[src/rtl/tmr16_map.svh]
// Purpose: Offsets, field positions and constant values of the 16-bit timer
// Assumes: AXI4-Lite byte addresses, one register per aligned word
// Notes: Definitions only
`ifndef TMR16_MAP_SVH
`define TMR16_MAP_SVH

// Register byte offsets
`define TMR16_OFF_CTRL1 8'h00
`define TMR16_OFF_CTRL2 8'h04
`define TMR16_OFF_IRQEN 8'h08
`define TMR16_OFF_FLAGS 8'h0c
`define TMR16_OFF_CMP_HI 8'h10
`define TMR16_OFF_CMP_LO 8'h14
`define TMR16_OFF_RELOAD_CAPTURE_REG_HI 8'h18
`define TMR16_OFF_RELOAD_CAPTURE_REG_LO 8'h1c
`define TMR16_OFF_MASK_HI 8'h20
`define TMR16_OFF_MASK_LO 8'h24
`define TMR16_OFF_CAP_HI 8'h28
`define TMR16_OFF_CAP_LO 8'h2c
`define TMR16_OFF_CNT_HI 8'h30
`define TMR16_OFF_CNT_LO 8'h34

// Control 1 fields
`define TMR16_C1_DIV_HI 7
`define TMR16_C1_DIV_LO 6
`define TMR16_C1_RELOAD 5
`define TMR16_C1_RUN 4
`define TMR16_C1_OVERFLOW_IRQ_EN 3
`define TMR16_C1_OVFFLAG 2
`define TMR16_C1_OVFTOG 1

// Control 2 fields
`define TMR16_C2_PULSE_EN 0
`define TMR16_C2_PULSE_POL 1
`define TMR16_C2_PULSE_TOG 2
`define TMR16_C2_SRC_LO 3
`define TMR16_C2_SRC_HI 4
`define TMR16_C2_POL_A 5
`define TMR16_C2_POL_B 6

// Flag and enable fields
`define TMR16_F_EVA 0
`define TMR16_F_EVB 1
`define TMR16_F_OVF 2
`define TMR16_F_CMP 3
`define TMR16_F_ZERO 4

// Values
`define TMR16_ALL_ONES 16'hffff
`define TMR16_MASK_ZERO_EFF 16'h0001
`define TMR16_DIV4_LAST 4'h3
`define TMR16_DIV16_LAST 4'hf
`define TMR16_RESP_OKAY 2'h0
`define TMR16_RESP_SLVERR 2'h2

`endif

[src/rtl/tmr16_pkg.sv]
// Purpose: Types shared by the 16-bit timer files
// Assumes: Offsets and positions live in tmr16_map.svh
// Notes: Bus carriers are packed structs
`default_nettype none
package tmr16_pkg;

  typedef enum logic [1:0] {
    DIV_OFF = 2'b00,
    DIV_1 = 2'b01,
    DIV_4 = 2'b10,
    DIV_16 = 2'b11
  } div_sel_t;

  typedef enum logic [1:0] {
    SRC_RUN = 2'b00,
    SRC_A = 2'b01,
    SRC_B = 2'b10,
    SRC_NONE = 2'b11
  } start_src_t;

  typedef struct packed {
    logic awvalid;
    logic [7:0] awaddr;
    logic wvalid;
    logic [31:0] wdata;
    logic [3:0] wstrb;
    logic bready;
    logic arvalid;
    logic [7:0] araddr;
    logic rready;
  } axi_req_t;

  typedef struct packed {
    logic awready;
    logic wready;
    logic bvalid;
    logic [1:0] bresp;
    logic arready;
    logic rvalid;
    logic [31:0] rdata;
    logic [1:0] rresp;
  } axi_rsp_t;

  // Flags and their enables share one layout
  typedef struct packed {
    logic zero;
    logic cmp;
    logic ovf;
    logic evB;
    logic evA;
  } flags_t;

endpackage : tmr16_pkg
`default_nettype wire

[src/rtl/auto_reload_timer16.sv]
// Purpose: 16-bit auto-reload down timer with compare, capture, outputs
// Assumes: AXI4-Lite master, byte-wide register contents in wdata[7:0]
// Notes: Every top output comes from the state register
//
// The register offsets and register access over AXI4-Lite were chosen for this implementation.
`default_nettype none
`include "tmr16_map.svh"

module auto_reload_timer16 (
  input wire logic ref_clk,
  input wire logic rst,
  input wire tmr16_pkg::axi_req_t axiIn,
  output tmr16_pkg::axi_rsp_t axiOut,
  input wire logic eventInA,
  input wire logic eventInB,
  output logic pulseOut,
  output logic overflowOut,
  output logic irq
);

  typedef struct packed {
    logic [1:0] divSel;
    logic reloadEn;
    logic run;
    logic ovfToggleSel;
    logic pulseOutEn;
    logic pulsePol;
    logic pulseToggleSel;
    logic [1:0] startSel;
    logic polA;
    logic polB;
    tmr16_pkg::flags_t flags;
    tmr16_pkg::flags_t irqEn;
    logic [7:0] stage;
    logic [15:0] cmp;
    logic [15:0] reload_capture_reg;
    logic [15:0] mask;
    logic [15:0] cap;
    logic [15:0] count;
    logic started;
    logic runPrev;
    logic pulse;
    logic ovfOut;
    logic irq;
    logic awHeld;
    logic [7:0] awAddr;
    logic wHeld;
    logic [7:0] wData;
    logic wByte;
    tmr16_pkg::axi_rsp_t rsp;
  } tmr_st_t;

  tmr_st_t st_r;
  tmr_st_t st_nxt;
  logic tick;
  logic evA;
  logic evB;
  logic doWrite;
  logic wrHit;
  logic startEv;
  logic runRise;
  logic counting;
  logic zeroHit;
  logic cmpHit;
  logic ovfHit;
  logic [15:0] effMask;

  // Straight from the state flops
  assign axiOut = st_r.rsp;
  assign pulseOut = st_r.pulse;
  assign overflowOut = st_r.ovfOut;
  assign irq = st_r.irq;

  tick_prescaler u_prescaler (
    .ref_clk(ref_clk),
    .rst(rst),
    .enable(st_r.run),
    .divSel(tmr16_pkg::div_sel_t'(st_r.divSel)),
    .tick(tick)
  );

  // Edge finders report edges only while the timer runs
  event_edge_sync u_sync_a (
    .ref_clk(ref_clk),
    .rst(rst),
    .pinIn(eventInA),
    .activeHigh(st_r.polA),
    .enable(st_r.run),
    .edgeSeen(evA)
  );

  event_edge_sync u_sync_b (
    .ref_clk(ref_clk),
    .rst(rst),
    .pinIn(eventInB),
    .activeHigh(st_r.polB),
    .enable(st_r.run),
    .edgeSeen(evB)
  );

  // Read mux; high halves of 16-bit registers read alone
  function automatic logic [32:0] readReg(input tmr_st_t s,
                                          input logic [7:0] a);
    logic [7:0] v;
    logic hit;
    v = 8'h00;
    hit = 1'b1;
    if (a == `TMR16_OFF_CTRL1) begin
      v = {s.divSel, s.reloadEn, s.run, s.irqEn.ovf, s.flags.ovf,
           s.ovfToggleSel, 1'b0};
    end else if (a == `TMR16_OFF_CTRL2) begin
      v = {1'b0, s.polB, s.polA, s.startSel, s.pulseToggleSel,
           s.pulsePol, s.pulseOutEn};
    end else if (a == `TMR16_OFF_IRQEN) begin
      v = {3'h0, s.irqEn};
    end else if (a == `TMR16_OFF_FLAGS) begin
      v = {3'h0, s.flags};
    end else if (a == `TMR16_OFF_CMP_HI) begin
      v = s.cmp[15:8];
    end else if (a == `TMR16_OFF_CMP_LO) begin
      v = s.cmp[7:0];
    end else if (a == `TMR16_OFF_RELOAD_CAPTURE_REG_HI) begin
      v = s.reload_capture_reg[15:8];
    end else if (a == `TMR16_OFF_RELOAD_CAPTURE_REG_LO) begin
      v = s.reload_capture_reg[7:0];
    end else if (a == `TMR16_OFF_MASK_HI) begin
      v = s.mask[15:8];
    end else if (a == `TMR16_OFF_MASK_LO) begin
      v = s.mask[7:0];
    end else if (a == `TMR16_OFF_CAP_HI) begin
      v = s.cap[15:8];
    end else if (a == `TMR16_OFF_CAP_LO) begin
      v = s.cap[7:0];
    end else if (a == `TMR16_OFF_CNT_HI) begin
      v = s.count[15:8];
    end else if (a == `TMR16_OFF_CNT_LO) begin
      v = s.count[7:0];
    end else begin
      hit = 1'b0;
    end
    return {hit, 24'h000000, v};
  endfunction : readReg

  // Bus slave, register writes, counter and outputs in one pass
  always_comb begin
    logic [32:0] rd;
    logic [7:0] d;
    rd = 33'h000000000;
    d = st_r.wData;
    st_nxt = st_r;
    wrHit = 1'b0;
    // Address and data taken in either order, then answered together
    if (axiIn.awvalid && st_r.rsp.awready) begin
      st_nxt.awHeld = 1'b1;
      st_nxt.awAddr = axiIn.awaddr;
      st_nxt.rsp.awready = 1'b0;
    end
    if (axiIn.wvalid && st_r.rsp.wready) begin
      st_nxt.wHeld = 1'b1;
      st_nxt.wData = axiIn.wdata[7:0];
      st_nxt.wByte = axiIn.wstrb[0];
      st_nxt.rsp.wready = 1'b0;
    end
    if (st_r.rsp.bvalid && axiIn.bready) begin
      st_nxt.rsp.bvalid = 1'b0;
    end
    doWrite = st_r.awHeld && st_r.wHeld && !st_r.rsp.bvalid;
    if (doWrite) begin
      rd = readReg(st_r, st_r.awAddr);
      wrHit = rd[32];
      st_nxt.awHeld = 1'b0;
      st_nxt.wHeld = 1'b0;
      st_nxt.rsp.awready = 1'b1;
      st_nxt.rsp.wready = 1'b1;
      st_nxt.rsp.bvalid = 1'b1;
      st_nxt.rsp.bresp = wrHit ? `TMR16_RESP_OKAY : `TMR16_RESP_SLVERR;
    end
    // Read answered one cycle after the address is taken
    if (st_r.rsp.rvalid && axiIn.rready) begin
      st_nxt.rsp.rvalid = 1'b0;
      st_nxt.rsp.arready = 1'b1;
    end
    if (axiIn.arvalid && st_r.rsp.arready) begin
      rd = readReg(st_r, axiIn.araddr);
      st_nxt.rsp.arready = 1'b0;
      st_nxt.rsp.rvalid = 1'b1;
      st_nxt.rsp.rdata = rd[31:0];
      st_nxt.rsp.rresp = rd[32] ? `TMR16_RESP_OKAY : `TMR16_RESP_SLVERR;
    end
    // Software side; hardware events below override clears
    if (doWrite && wrHit && st_r.wByte) begin
      if (st_r.awAddr == `TMR16_OFF_CTRL1) begin
        st_nxt.divSel = d[`TMR16_C1_DIV_HI:`TMR16_C1_DIV_LO];
        st_nxt.reloadEn = d[`TMR16_C1_RELOAD];
        st_nxt.run = d[`TMR16_C1_RUN];
        st_nxt.irqEn.ovf = d[`TMR16_C1_OVERFLOW_IRQ_EN];
        st_nxt.ovfToggleSel = d[`TMR16_C1_OVFTOG];
        if (!d[`TMR16_C1_OVFFLAG]) begin
          st_nxt.flags.ovf = 1'b0; // Writing one has no effect
        end
      end else if (st_r.awAddr == `TMR16_OFF_CTRL2) begin
        st_nxt.pulseOutEn = d[`TMR16_C2_PULSE_EN];
        st_nxt.pulsePol = d[`TMR16_C2_PULSE_POL];
        st_nxt.pulseToggleSel = d[`TMR16_C2_PULSE_TOG];
        st_nxt.startSel = {d[`TMR16_C2_SRC_HI], d[`TMR16_C2_SRC_LO]};
        st_nxt.polA = d[`TMR16_C2_POL_A];
        st_nxt.polB = d[`TMR16_C2_POL_B];
      end else if (st_r.awAddr == `TMR16_OFF_IRQEN) begin
        st_nxt.irqEn = tmr16_pkg::flags_t'(d[4:0]);
      end else if (st_r.awAddr == `TMR16_OFF_FLAGS) begin
        st_nxt.flags = st_r.flags & ~tmr16_pkg::flags_t'(d[4:0]);
      end else if (st_r.awAddr == `TMR16_OFF_CMP_HI ||
                   st_r.awAddr == `TMR16_OFF_RELOAD_CAPTURE_REG_HI ||
                   st_r.awAddr == `TMR16_OFF_MASK_HI) begin
        st_nxt.stage = d; // One staging byte for all targets
      end else if (st_r.awAddr == `TMR16_OFF_CMP_LO) begin
        st_nxt.cmp = {st_r.stage, d}; // Stage kept for next low
      end else if (st_r.awAddr == `TMR16_OFF_RELOAD_CAPTURE_REG_LO) begin
        st_nxt.reload_capture_reg = {st_r.stage, d};
      end else if (st_r.awAddr == `TMR16_OFF_MASK_LO) begin
        st_nxt.mask = {st_r.stage, d};
      end
    end
    // Start trigger by source pair; set run is a rising edge
    runRise = st_r.run && !st_r.runPrev;
    st_nxt.runPrev = st_r.run;
    case (tmr16_pkg::start_src_t'(st_r.startSel))
      tmr16_pkg::SRC_A: startEv = evA;
      tmr16_pkg::SRC_B: startEv = evB;
      tmr16_pkg::SRC_RUN: startEv = runRise;
      default: startEv = 1'b0;
    endcase
    startEv = startEv && st_r.reloadEn;
    // Zero mask would match each tick; one bit halves it
    effMask = (st_r.mask == 16'h0000) ? `TMR16_MASK_ZERO_EFF : st_r.mask;
    counting = st_r.run && tick && (!st_r.reloadEn || st_r.started);
    zeroHit = counting && ((st_r.count & effMask) == 16'h0000);
    cmpHit = counting &&
             ((st_r.count & effMask) == (st_r.cmp & effMask));
    ovfHit = counting && (st_r.count == 16'h0000);
    // Stopped means cleared; registers and mode bits untouched
    if (!st_r.run) begin
      st_nxt.count = 16'h0000;
      st_nxt.started = 1'b0;
    end else begin
      if (evB) begin
        st_nxt.cap = st_r.count; // Captured before any reload
      end
      if (evA && !st_r.reloadEn) begin
        st_nxt.reload_capture_reg = st_r.count; // Capture wins over a write
      end
      if (startEv) begin
        st_nxt.count = st_r.reload_capture_reg;
        st_nxt.started = 1'b1;
      end else if (ovfHit) begin
        // Underflow reload choice
        st_nxt.count = st_r.reloadEn ? st_r.reload_capture_reg : `TMR16_ALL_ONES;
      end else if (counting) begin
        st_nxt.count = st_r.count - 16'h0001;
      end
    end
    // Sets come last so they win over a clear in the same cycle
    if (evA) st_nxt.flags.evA = 1'b1;
    if (evB) st_nxt.flags.evB = 1'b1;
    if (ovfHit) st_nxt.flags.ovf = 1'b1;
    if (zeroHit) st_nxt.flags.zero = 1'b1;
    if (cmpHit) st_nxt.flags.cmp = 1'b1;
    // Pulse output; in set/reset mode zero wins if both match at once
    if (!st_r.pulseOutEn) begin
      st_nxt.pulse = st_r.pulsePol;
    end else if (st_r.pulseToggleSel) begin
      if (cmpHit) st_nxt.pulse = !st_r.pulse;
    end else if (zeroHit) begin
      st_nxt.pulse = st_r.pulsePol;
    end else if (cmpHit) begin
      st_nxt.pulse = !st_r.pulsePol;
    end
    // Overflow output follows flag or toggles
    if (st_r.ovfToggleSel) begin
      if (ovfHit) st_nxt.ovfOut = !st_r.ovfOut;
    end else begin
      st_nxt.ovfOut = st_nxt.flags.ovf;
    end
    st_nxt.irq = |(st_nxt.flags & st_nxt.irqEn);
  end

  // Single state register; bus ready lines high out of reset
  always_ff @(posedge ref_clk or posedge rst) begin
    if (rst) begin
      st_r <= '0;
      st_r.rsp.awready <= 1'b1;
      st_r.rsp.wready <= 1'b1;
      st_r.rsp.arready <= 1'b1;
    end else begin
      st_r <= st_nxt;
    end
  end
endmodule : auto_reload_timer16
`default_nettype wire

[src/rtl/event_edge_sync.sv]
// Purpose: Bring an event pin into the clock domain and find its edge
// Assumes: Pin may change at any time
// Notes: Edge found between second and third stage only
`default_nettype none
module event_edge_sync (
  input wire logic ref_clk,
  input wire logic rst,
  input wire logic pinIn,
  input wire logic activeHigh,
  input wire logic enable,
  output logic edgeSeen
);

  typedef struct packed {
    logic s1;
    logic s2;
    logic s3;
  } sync_st_t;

  sync_st_t st_r;
  sync_st_t st_nxt;

  // First stage feeds only the second, against metastability
  always_comb begin
    st_nxt.s1 = pinIn;
    st_nxt.s2 = st_r.s1;
    st_nxt.s3 = st_r.s2;
    edgeSeen = enable && (st_r.s2 != st_r.s3) && (st_r.s2 == activeHigh);
  end

  always_ff @(posedge ref_clk or posedge rst) begin
    if (rst) begin
      st_r <= '0;
    end else begin
      st_r <= st_nxt;
    end
  end

endmodule : event_edge_sync
`default_nettype wire

[src/rtl/tick_prescaler.sv]
// Purpose: Divide the system clock into counter ticks of 1, 4 or 16
// Assumes: Divider choice only changes while stopped
// Notes: Cleared while disabled so the first tick timing is known
`default_nettype none
`include "tmr16_map.svh"
module tick_prescaler (
  input wire logic ref_clk,
  input wire logic rst,
  input wire logic enable,
  input wire tmr16_pkg::div_sel_t divSel,
  output logic tick
);

  typedef struct packed {
    logic [3:0] cnt;
  } pre_st_t;

  pre_st_t st_r;
  pre_st_t st_nxt;

  // Tap the free count at the chosen ratio
  always_comb begin
    st_nxt = st_r;
    tick = 1'b0;
    if (!enable || divSel == tmr16_pkg::DIV_OFF) begin
      st_nxt.cnt = 4'h0;
    end else begin
      st_nxt.cnt = st_r.cnt + 4'h1;
      case (divSel)
        tmr16_pkg::DIV_1: tick = 1'b1;
        tmr16_pkg::DIV_4: tick = (st_r.cnt[1:0] == 2'(`TMR16_DIV4_LAST));
        default: tick = (st_r.cnt == `TMR16_DIV16_LAST);
      endcase
    end
  end

  always_ff @(posedge ref_clk or posedge rst) begin
    if (rst) begin
      st_r <= '0;
    end else begin
      st_r <= st_nxt;
    end
  end

endmodule : tick_prescaler
`default_nettype wire

[config.mk]
export PLATFORM = sky130hd
export DESIGN_NAME = auto_reload_timer16
export DESIGN_NICKNAME = d
export VERILOG_FILES = /design/src/rtl/tmr16_pkg.sv /design/src/rtl/auto_reload_timer16.sv /design/src/rtl/event_edge_sync.sv /design/src/rtl/tick_prescaler.sv
export VERILOG_INCLUDE_DIRS = /design/src /design/src/rtl
export SDC_FILE = /design/constraint.sdc
export NUM_CORES = 1
export LEC_CHECK = 0
export ABC_AREA = 0
export BUFFER_PORTS_ARGS = -buffer_cell sky130_fd_sc_hd__buf_4
export CORE_MARGIN = 3
export CORE_UTILIZATION = 50
export DETAILED_ROUTE_END_ITERATION = 6
export PLACE_DENSITY = 0.78
export SYNTH_ARGS = -nofsm -noshare
export SYNTH_HDL_FRONTEND = slang
export SYNTH_SLANG_ARGS = --single-unit
[constraint.sdc]
create_clock -name ref_clk -period 6.2 [get_ports ref_clk]
set_clock_uncertainty 0.1 [all_clocks]
set_input_delay 0.62 -clock ref_clk [delete_from_list [all_inputs] [get_ports ref_clk]]
set_output_delay 0.62 -clock ref_clk [all_outputs]
set_load 0.02 [all_outputs]
==> results.md, run 1 <==
* Fraction of layout cells with a size suffix above 1 at 24.6%
* Post-DP HPWL at 18,100 µm
* Hold slack at 0.193 ns
* Horiz. Die Dim at 138 µm
* CP Data Required Time at 6.41 ns
* FF-to-FF setup slack at 3.13 ns
* Switching share of power at 30.5%
* Wire per inst at 23.6 µm
* CTS resizes at 0
* Switching power at 0.834 mW
* CTS tree: yes
* Final setup fails at 0
* Slew headroom at 25.1%
* Synth warn at 0
* Drt total wl at 25,600 µm
* Max Slew Vio Count at 0
* Slew @ Worst Pin at 1.12 ns
* Internal power consumption at 1.90 mW
* Post-synth top area cell: dfrtp_1
* FP Rows at 47
* EDFF count, synth at 0
* Synth Register Bits at 159
* RSZ-0062 raised after global routing: no
* Final hold vios at 0
* Count leader, synth: dfrtp_1
* Clk pwr share at 37.4%
* Antenna violations before repair at 0
* Max_cap viols at 0
* Total negative setup slack at 0 ns
* Syn Area/Cell at 10.5 µm²
* 1st-pass router iterations at 6
* Worst-Skew Late Latency at 0.43 ns
* Initial Util at 51.9%
* CP Cell Sequence: inv_1 > ha_1 > nor2b_1 > and4b_1 > and4_1 > nor2_1 > o311ai_0 > a22o_1
* CP max stage cell: dfrtp_1
* Core area at 0.0168 mm²
* Largest net degree at the start of global routing at 103
* Post-CTS setup buffer count at 0
* Reg-to-Reg Start: st_r[65]
* Hold path depth at 1
* PD cells at 283 mW/mm²
* Crit path time final at 3.07 ns
* Synth top area share at 44.7%
* R2r endpoint: st_r[78]
* Io pins at 105
* Max Fclk at 0.326 GHz
* Largest delay share family, worst path: simple AND/OR/NAND/NOR gates
* Crit Path Max Fanout at 10
* ANT nets after route at 0
* GR Overflow Total at 0
* R2R depth at 8
* Register area share after synthesis at 45.6%
* Outcome: finished clean
* Worst Setup End Kind: register
* Routed via count at 6,990
* WP buf/inv at 1
* Clock sink count at 159
* Initial drt markers at 1,043
* Tcrit/Tclk final at 49.5%
* Worst hold endpoint: u_sync_b.st_nxt[1]
* Area grow syn2layout at 10.6%
* Buffers on Ports at 51
* DR vias/cell at 6.44
* Fin cells at 1,086
* Top cells by instance count after synthesis: dfrtp_1, mux2_2, nand2_1, buf_4, o21ai_0
* Fin util at 57.4%
* Cell area after synthesis at 0.00873 mm²
* DIE AREA at 0.0191 mm²
* Yosys cell types at 79
* Gr usage total at 27.0%
* Final Wtd Congestion at 1.04
* Seq pwr share at 48.7%
* Worst min-delay path class: input pin to register
* Antenna cells at 0
* Worst hold start: eventInB
* Placed cells at 1,054
* Peak per-stage delay on the critical path at 0.64 ns
* Vias in the first global route at 6,701
* Data arrival, critical path at 3.28 ns
* Synth Instances at 833
* CTS Buffer Depth at 2
* Main flop type after synthesis: dfrtp_1
* Worst-path clk slew at 0.07 ns
* Worst setup SP type: register
* Die height at 138 µm
* Post-CTS Hold Fix Bufs at 0
* H-tree depth at 4
* Ys async rst share at 100%
* # DRC at 0
* Main area contributors after synthesis: dfrtp_1, mux2_2, buf_4
* CTS Root Cell: clkbuf_16
* Logic pwr share at 13.9%
* Final nets at 919
* Leak at 4.40 nW
* VDD IR max at 272 µV
* First-pass GRT wire length at 40,000 µm
* Pwr Total at 2.73 mW
* Cts bufs inserted at 17
* Kind of critical path: register to register
sequential cells by signal, summed over array words and instances, names as in the netlist:
| name | flops |
|---|---|
| pulseOut | 1 |
| axiOut | 15 |
| u_sync_b.st_r | 1 |
| st_nxt | 1 |
| u_prescaler.st_r | 4 |
| st_r | 130 |
| u_sync_b.st_nxt | 2 |
| u_sync_a.st_r | 1 |
| irq | 1 |
| overflowOut | 1 |
| u_sync_a.st_nxt | 2 |
power groups by stage:
stage / Clock [mW] / Sequential (mW) / Combinational [mW]
finish: 1.02 / 1.33 / 0.381
global placement: 0 / 1.34 / 0.373
CTS: 1.03 / 1.32 / 0.384
global route: 1.08 / 1.34 / 0.417
detailed placement: 0 / 1.34 / 0.383
floorplan: 0 / 1.24 / 0.342
layout make-up:
cell class | count | area (µm²)
well taps | 220 | 275
flip-flops and latches | 159 | 3980
inverters | 22 | 87.6
repair buffers | 63 | 473
clock inverters | 12 | 124
multi-input cells | 590 | 4270
fillers | 1450 | 7160
clock buffers | 20 | 447
cell usage in the layout, fill, tap and decap left out, drive strengths merged, types with 5 or more instances in the layout:
| cell type | Yosys | routed |
|---|---|---|
| a22oi | 21 | 21 |
| ha | 5 | 5 |
| buf | 49 | 63 |
| mux2 | 93 | 93 |
| nor3 | 15 | 15 |
| a21oi | 16 | 16 |
| a22o | 6 | 6 |
| o221a | 7 | 7 |
| inv | 22 | 28 |
| nand4 | 7 | 7 |
| nor2 | 41 | 41 |
| and2 | 9 | 9 |
| xor2 | 14 | 14 |
| xnor2 | 10 | 10 |
| mux2i | 25 | 25 |
| nor4 | 14 | 14 |
| or3 | 8 | 8 |
| conb | 1 | 26 |
| a221oi | 5 | 5 |
| nand3 | 23 | 23 |
| nand2 | 62 | 62 |
| o22ai | 9 | 9 |
| nor2b | 8 | 8 |
| a31oi | 9 | 9 |
| dfrtp | 156 | 156 |
| nand3b | 8 | 8 |
| nand2b | 7 | 7 |
| o211ai | 5 | 5 |
| clkbuf | 38 | 20 |
| o21ai | 58 | 58 |
cells by family (layout without fill, tap and decap cells):
kind of cell,after synthesis,in the layout,synth area share (%)
AND/OR/NAND/NOR,232,232,14.8
AO/OA/AOI/OAI,185,185,14.8
flip-flops,159,159,45.6
multiplexers,118,118,14.9
buffers and inverters,109,117,6.65
XOR/XNOR,24,24,2.41
adder cells (fa/ha/maj),5,5,0.717
other,1,26,0.0430
worst max-delay path by stage:
stage,from,to,slack [ns],depth (start not counted)
final,st_r[65],st_r[78],3.13,8
after global routing,st_r[51],st_r[124],2.98,6
after CTS,st_r[51],st_r[114],3.16,6
after detailed placement,st_r[51],st_r[124],3.22,6
after global placement,st_r[51],st_r[114],3.23,6
after floorplan,rst,axiOut[1],1.19,1
metrics by stage:
step           setup slack [ns]  instance area, µm²
6_report                   3.13                9650
5_1_grt                    2.98                9650
4_1_cts                    3.16                9650
3_5_place_dp               3.22                9080
3_3_place_gp               3.23                9080
2_1_floorplan              1.19                8820
metal layers:
metal | vias to the layer above | track usage (%) | part of all wire, %
met3 | 66 | 8.36 | 12
met4 | 0 | 9.98 | 3.7
met1 | 3429 | 37.7 | 40
met2 | 451 | 39.8 | 44
li1 | 3044 | - | -
met5 | - | 0 | 0
(Power assumes the default switching activity.)
==> run 2, diff against run 1 <==
Settings changed: ABC_AREA 0 to 1.
Clock period 6.2 ns to 3.2 ns, I/O delays scaled along.
==> run 2 against run 1 <==
Effect of this change: the flow now finishes with violations (DRC); cell count is 35% higher; die area up 0.53%; largest power group unchanged; critical path type unchanged; hold slack got worse by 0.19 ns; highest routed layer unchanged; sequential share of layout area is 1.4 points lower; non-clock buffer count is 24 higher.
==> results.md, run 2 <==
* Largest Register: st_r (unchanged)
* Final nets at 1,298 (was 919)
* Post-CTS setup buffer count at 0 (unchanged)
* Post-synth top area cell: dfrtp_1 (unchanged)
* Buffers on Ports at 51 (unchanged)
* Cell area after synthesis at 0.00878 mm² (was 0.00873 mm²)
* Initial drt markers at 908 (was 1,043)
* DIE AREA at 0.0192 mm² (was 0.0191 mm²)
* Synth Register Bits at 159 (unchanged)
* Leak at 4.77 nW (was 4.40 nW)
* CTS Root Cell: clkbuf_16 (unchanged)
* Worst min-delay path class: input pin to register (unchanged)
* Hold path depth at 3 (was 1)
* Max Fclk at 0.365 GHz (was 0.326 GHz)
* Clock sink count at 159 (unchanged)
* Worst setup SP type: register (unchanged)
* H-tree depth at 4 (unchanged)
* PD cells at 601 mW/mm² (was 283 mW/mm²)
* Syn Area/Cell at 7.44 µm² (was 10.5 µm²)
* Routed via count at 8,002 (was 6,990)
* CTS tree: yes (unchanged)
* Final setup fails at 0 (unchanged)
* CTS Buffer Depth at 2 (unchanged)
* Synth warn at 0 (unchanged)
* Max FFs per register at 130 (unchanged)
* Main area contributors after synthesis: dfrtp_1, nand2_1, o21ai_0 (was dfrtp_1, mux2_2, buf_4)
* Fill cells at 1,523 (was 1,450)
* Commonest non-fill, non-tap cells in the layout: nand2_1, dfrtp_1, o21ai_0, inv_1, nor2_1 (was dfrtp_1, mux2_2, buf_4, nand2_1, o21ai_0)
* Slew @ Worst Pin at 0.951 ns (was 1.12 ns)
* Final hold vios at 0 (unchanged)
* Antenna violations before repair at 0 (unchanged)
* Worst Setup End Kind: register (unchanged)
* First-pass GRT wire length at 41,800 µm (was 40,000 µm)
* Met2 Wirelength at 11,800 µm (was 11,300 µm)
* Reg-to-Reg Start: st_nxt[63] (was st_r[65])
* Drt total wl at 26,600 µm (was 25,600 µm)
* Count leader, synth: nand2_1 (was dfrtp_1)
* CTS resizes at 0 (unchanged)
* Gr usage total at 27.8% (was 27.0%)
* Post-CTS Hold Fix Bufs at 20 (was 0)
* Final WS setup at 0.459 ns (was 3.13 ns)
* Kind of critical path: register to register (unchanged)
* Metal-1 WL at 11,800 µm (was 10,200 µm)
* EDFF count, synth at 0 (unchanged)
* Core area at 0.0169 mm² (was 0.0168 mm²)
* R2r endpoint: st_r[70] (was st_r[78])
* Outcome: complete, but fails checks (was finished clean)
* Synth Instances at 1,179 (was 833)
* Die height at 138 µm (about the same)
* WP buf/inv at 3 (was 1)
* Largest delay share family, worst path: simple AND/OR/NAND/NOR gates (unchanged)
* FF-to-FF setup slack at 0.46 ns (was 3.13 ns)
* Cts bufs inserted at 17 (unchanged)
* Fraction of layout cells with a size suffix above 1 at 10.4% (was 24.6%)
* Synth top area share at 44.5% (was 44.7%)
* Worst-Skew Late Latency at 0.44 ns (was 0.43 ns)
* Worst-path clk slew at 0.07 ns (about the same)
* DR vias/cell at 5.46 (was 6.44)
* ANT nets after route at 0 (unchanged)
* Area grow syn2layout at 13.9% (was 10.6%)
* Worst hold start: axiIn[16] (was eventInB)
* Largest net degree at the start of global routing at 50 (was 103)
* Crit Path Max Fanout at 16 (was 10)
* Wire per inst at 18.2 µm (was 23.6 µm)
* R2R depth at 10 (was 8)
* Register area share after synthesis at 45.4% (was 45.6%)
* Commonest non-fill, non-tap cell in the layout: nand2_1 (was dfrtp_1)
* Horiz. Die Dim at 138 µm (about the same)
* Max Used Layer: met4 (unchanged)
* Worst hold endpoint: st_r[43] (was u_sync_b.st_nxt[1])
* Failing checks: DRC
* Ys async rst share at 100% (unchanged)
* Top cells by instance count after synthesis: nand2_1, dfrtp_1, inv_1, o21ai_0, nor2_1 (was dfrtp_1, mux2_2, nand2_1, buf_4, o21ai_0)
* CP Cell Sequence: inv_1 > nor3_1 > inv_1 > o21ai_0 > nand2_1 > nand2_2 > inv_1 > nor2_4 > o21ai_0 > o21ai_0 (was inv_1 > ha_1 > nor2b_1 > and4b_1 > and4_1 > nor2_1 > o311ai_0 > a22o_1)
* Io pins at 105 (unchanged)
* VDD IR max at 467 µV (was 272 µV)
* Max_cap viols at 0 (unchanged)
* Total negative setup slack at 0 ns (unchanged)
* Yosys cell types at 44 (was 79)
* 1st-pass router iterations at 7 (was 6)
* Pre-CTS setup slack at 0.571 ns (was 3.22 ns)
* Met3 wire length at 2120 µm (was 3180 µm)
* Main flop type after synthesis: dfrtp_1 (unchanged)
* CP max stage cell: dfrtp_1 (unchanged)
* Max Slew Vio Count at 0 (unchanged)
* Pwr Total at 6.01 mW (was 2.73 mW)
* Vias in the first global route at 7,546 (was 6,701)
* FP Rows at 47 (unchanged)
* Antenna cells at 0 (unchanged)
* Peak per-stage delay on the critical path at 0.47 ns (was 0.64 ns)
* Crit path time final at 2.74 ns (was 3.07 ns)
* Tcrit/Tclk final at 85.7% (was 49.5%)
* GR Overflow Total at 0 (unchanged)
* Final Wtd Congestion at 1.02 (was 1.04)
* Data arrival, critical path at 2.99 ns (was 3.28 ns)
* Post-DP HPWL at 19,800 µm (was 18,100 µm)
* # DRC at 5 (was 0)
* RSZ-0062 raised after global routing: no (unchanged)
* Slew headroom at 36.4% (was 25.1%)
* Initial Util at 52.0% (was 51.9%)
* CP Data Required Time at 3.45 ns (was 6.41 ns)
==> run 2: per-layer routing <==
metal  track usage, %  up-vias
li1                 -     3868
met1             39.8     3707
met2             42.5      364
met3             4.83       63
met4             10.5        0
met5                0        -
==> run 2: cell families after synthesis <==
family	Yosys count	synth area share, %
simple gates	577	28.2
xor+xnor	14	1.40
flops	159	45.4
compound gates	211	13.2
other cells	1	0.0427
fa+ha+maj	5	0.713
buf+inv	212	11.1
==> run 2: report_power, final <==
group | switching (mW) | leakage [nW] | internal [mW]
clock network | 0.921 | 0.288 | 1.09
logic | 0.918 | 2.33 | 0.447
registers | 0.317 | 2.15 | 2.31
==> run 2: layout make-up <==
class                           instances  area, µm²  share of cell area (%)
Tap cell                              220        275                    2.75
Multi-Input combinational cell        833       3910                    39.1
Clock buffer                           20        467                    4.67
Timing Repair Buffer                   87        741                    7.41
Inverter                              134        508                    5.08
Clock inverter                         12        115                    1.15
Sequential cell                       159       3980                    39.8
==> run 2: worst max path at each step <==
stage / start / end / slack, ns / cells past startpoint
final: st_nxt[63] / st_r[70] / 0.46 / 10
after global routing: st_r[173] / st_r[70] / 0.31 / 11
after CTS: st_r[173] / st_r[70] / 0.55 / 11
after detailed placement: st_r[173] / st_r[70] / 0.57 / 11
after global placement: st_r[173] / st_r[70] / 0.61 / 11
after floorplan: rst / axiOut[1] / 0.77 / 1
==> run 2: worst register-to-register path: stages, from the launching register on <==
cell and delay, ns:
dfrtp_1 0.47, inv_1 0.23, nor3_1 0.27, inv_1 0.10, o21ai_0 0.16, nand2_1 0.14
nand2_2 0.17, inv_1 0.27, nor2_4 0.41, o21ai_0 0.16, o21ai_0 0.16
==> run 2: through the flow <==
| stage | instances | cell area [µm²] | hold slack (ns) | util (%) |
|---|---|---|---|---|
| after floorplan | 1204 | 8870 | 0.231 | - |
| after global placement | 1413 | 9220 | 0.234 | 54.6 |
| after detailed placement | 1413 | 9220 | 0.237 | 54.6 |
| after CTS | 1465 | 10000 | 0.00161 | 59.2 |
| after global routing | 1465 | 10000 | 0.0186 | 59.2 |
| final | 1465 | 10000 | 0.00468 | 59.2 |
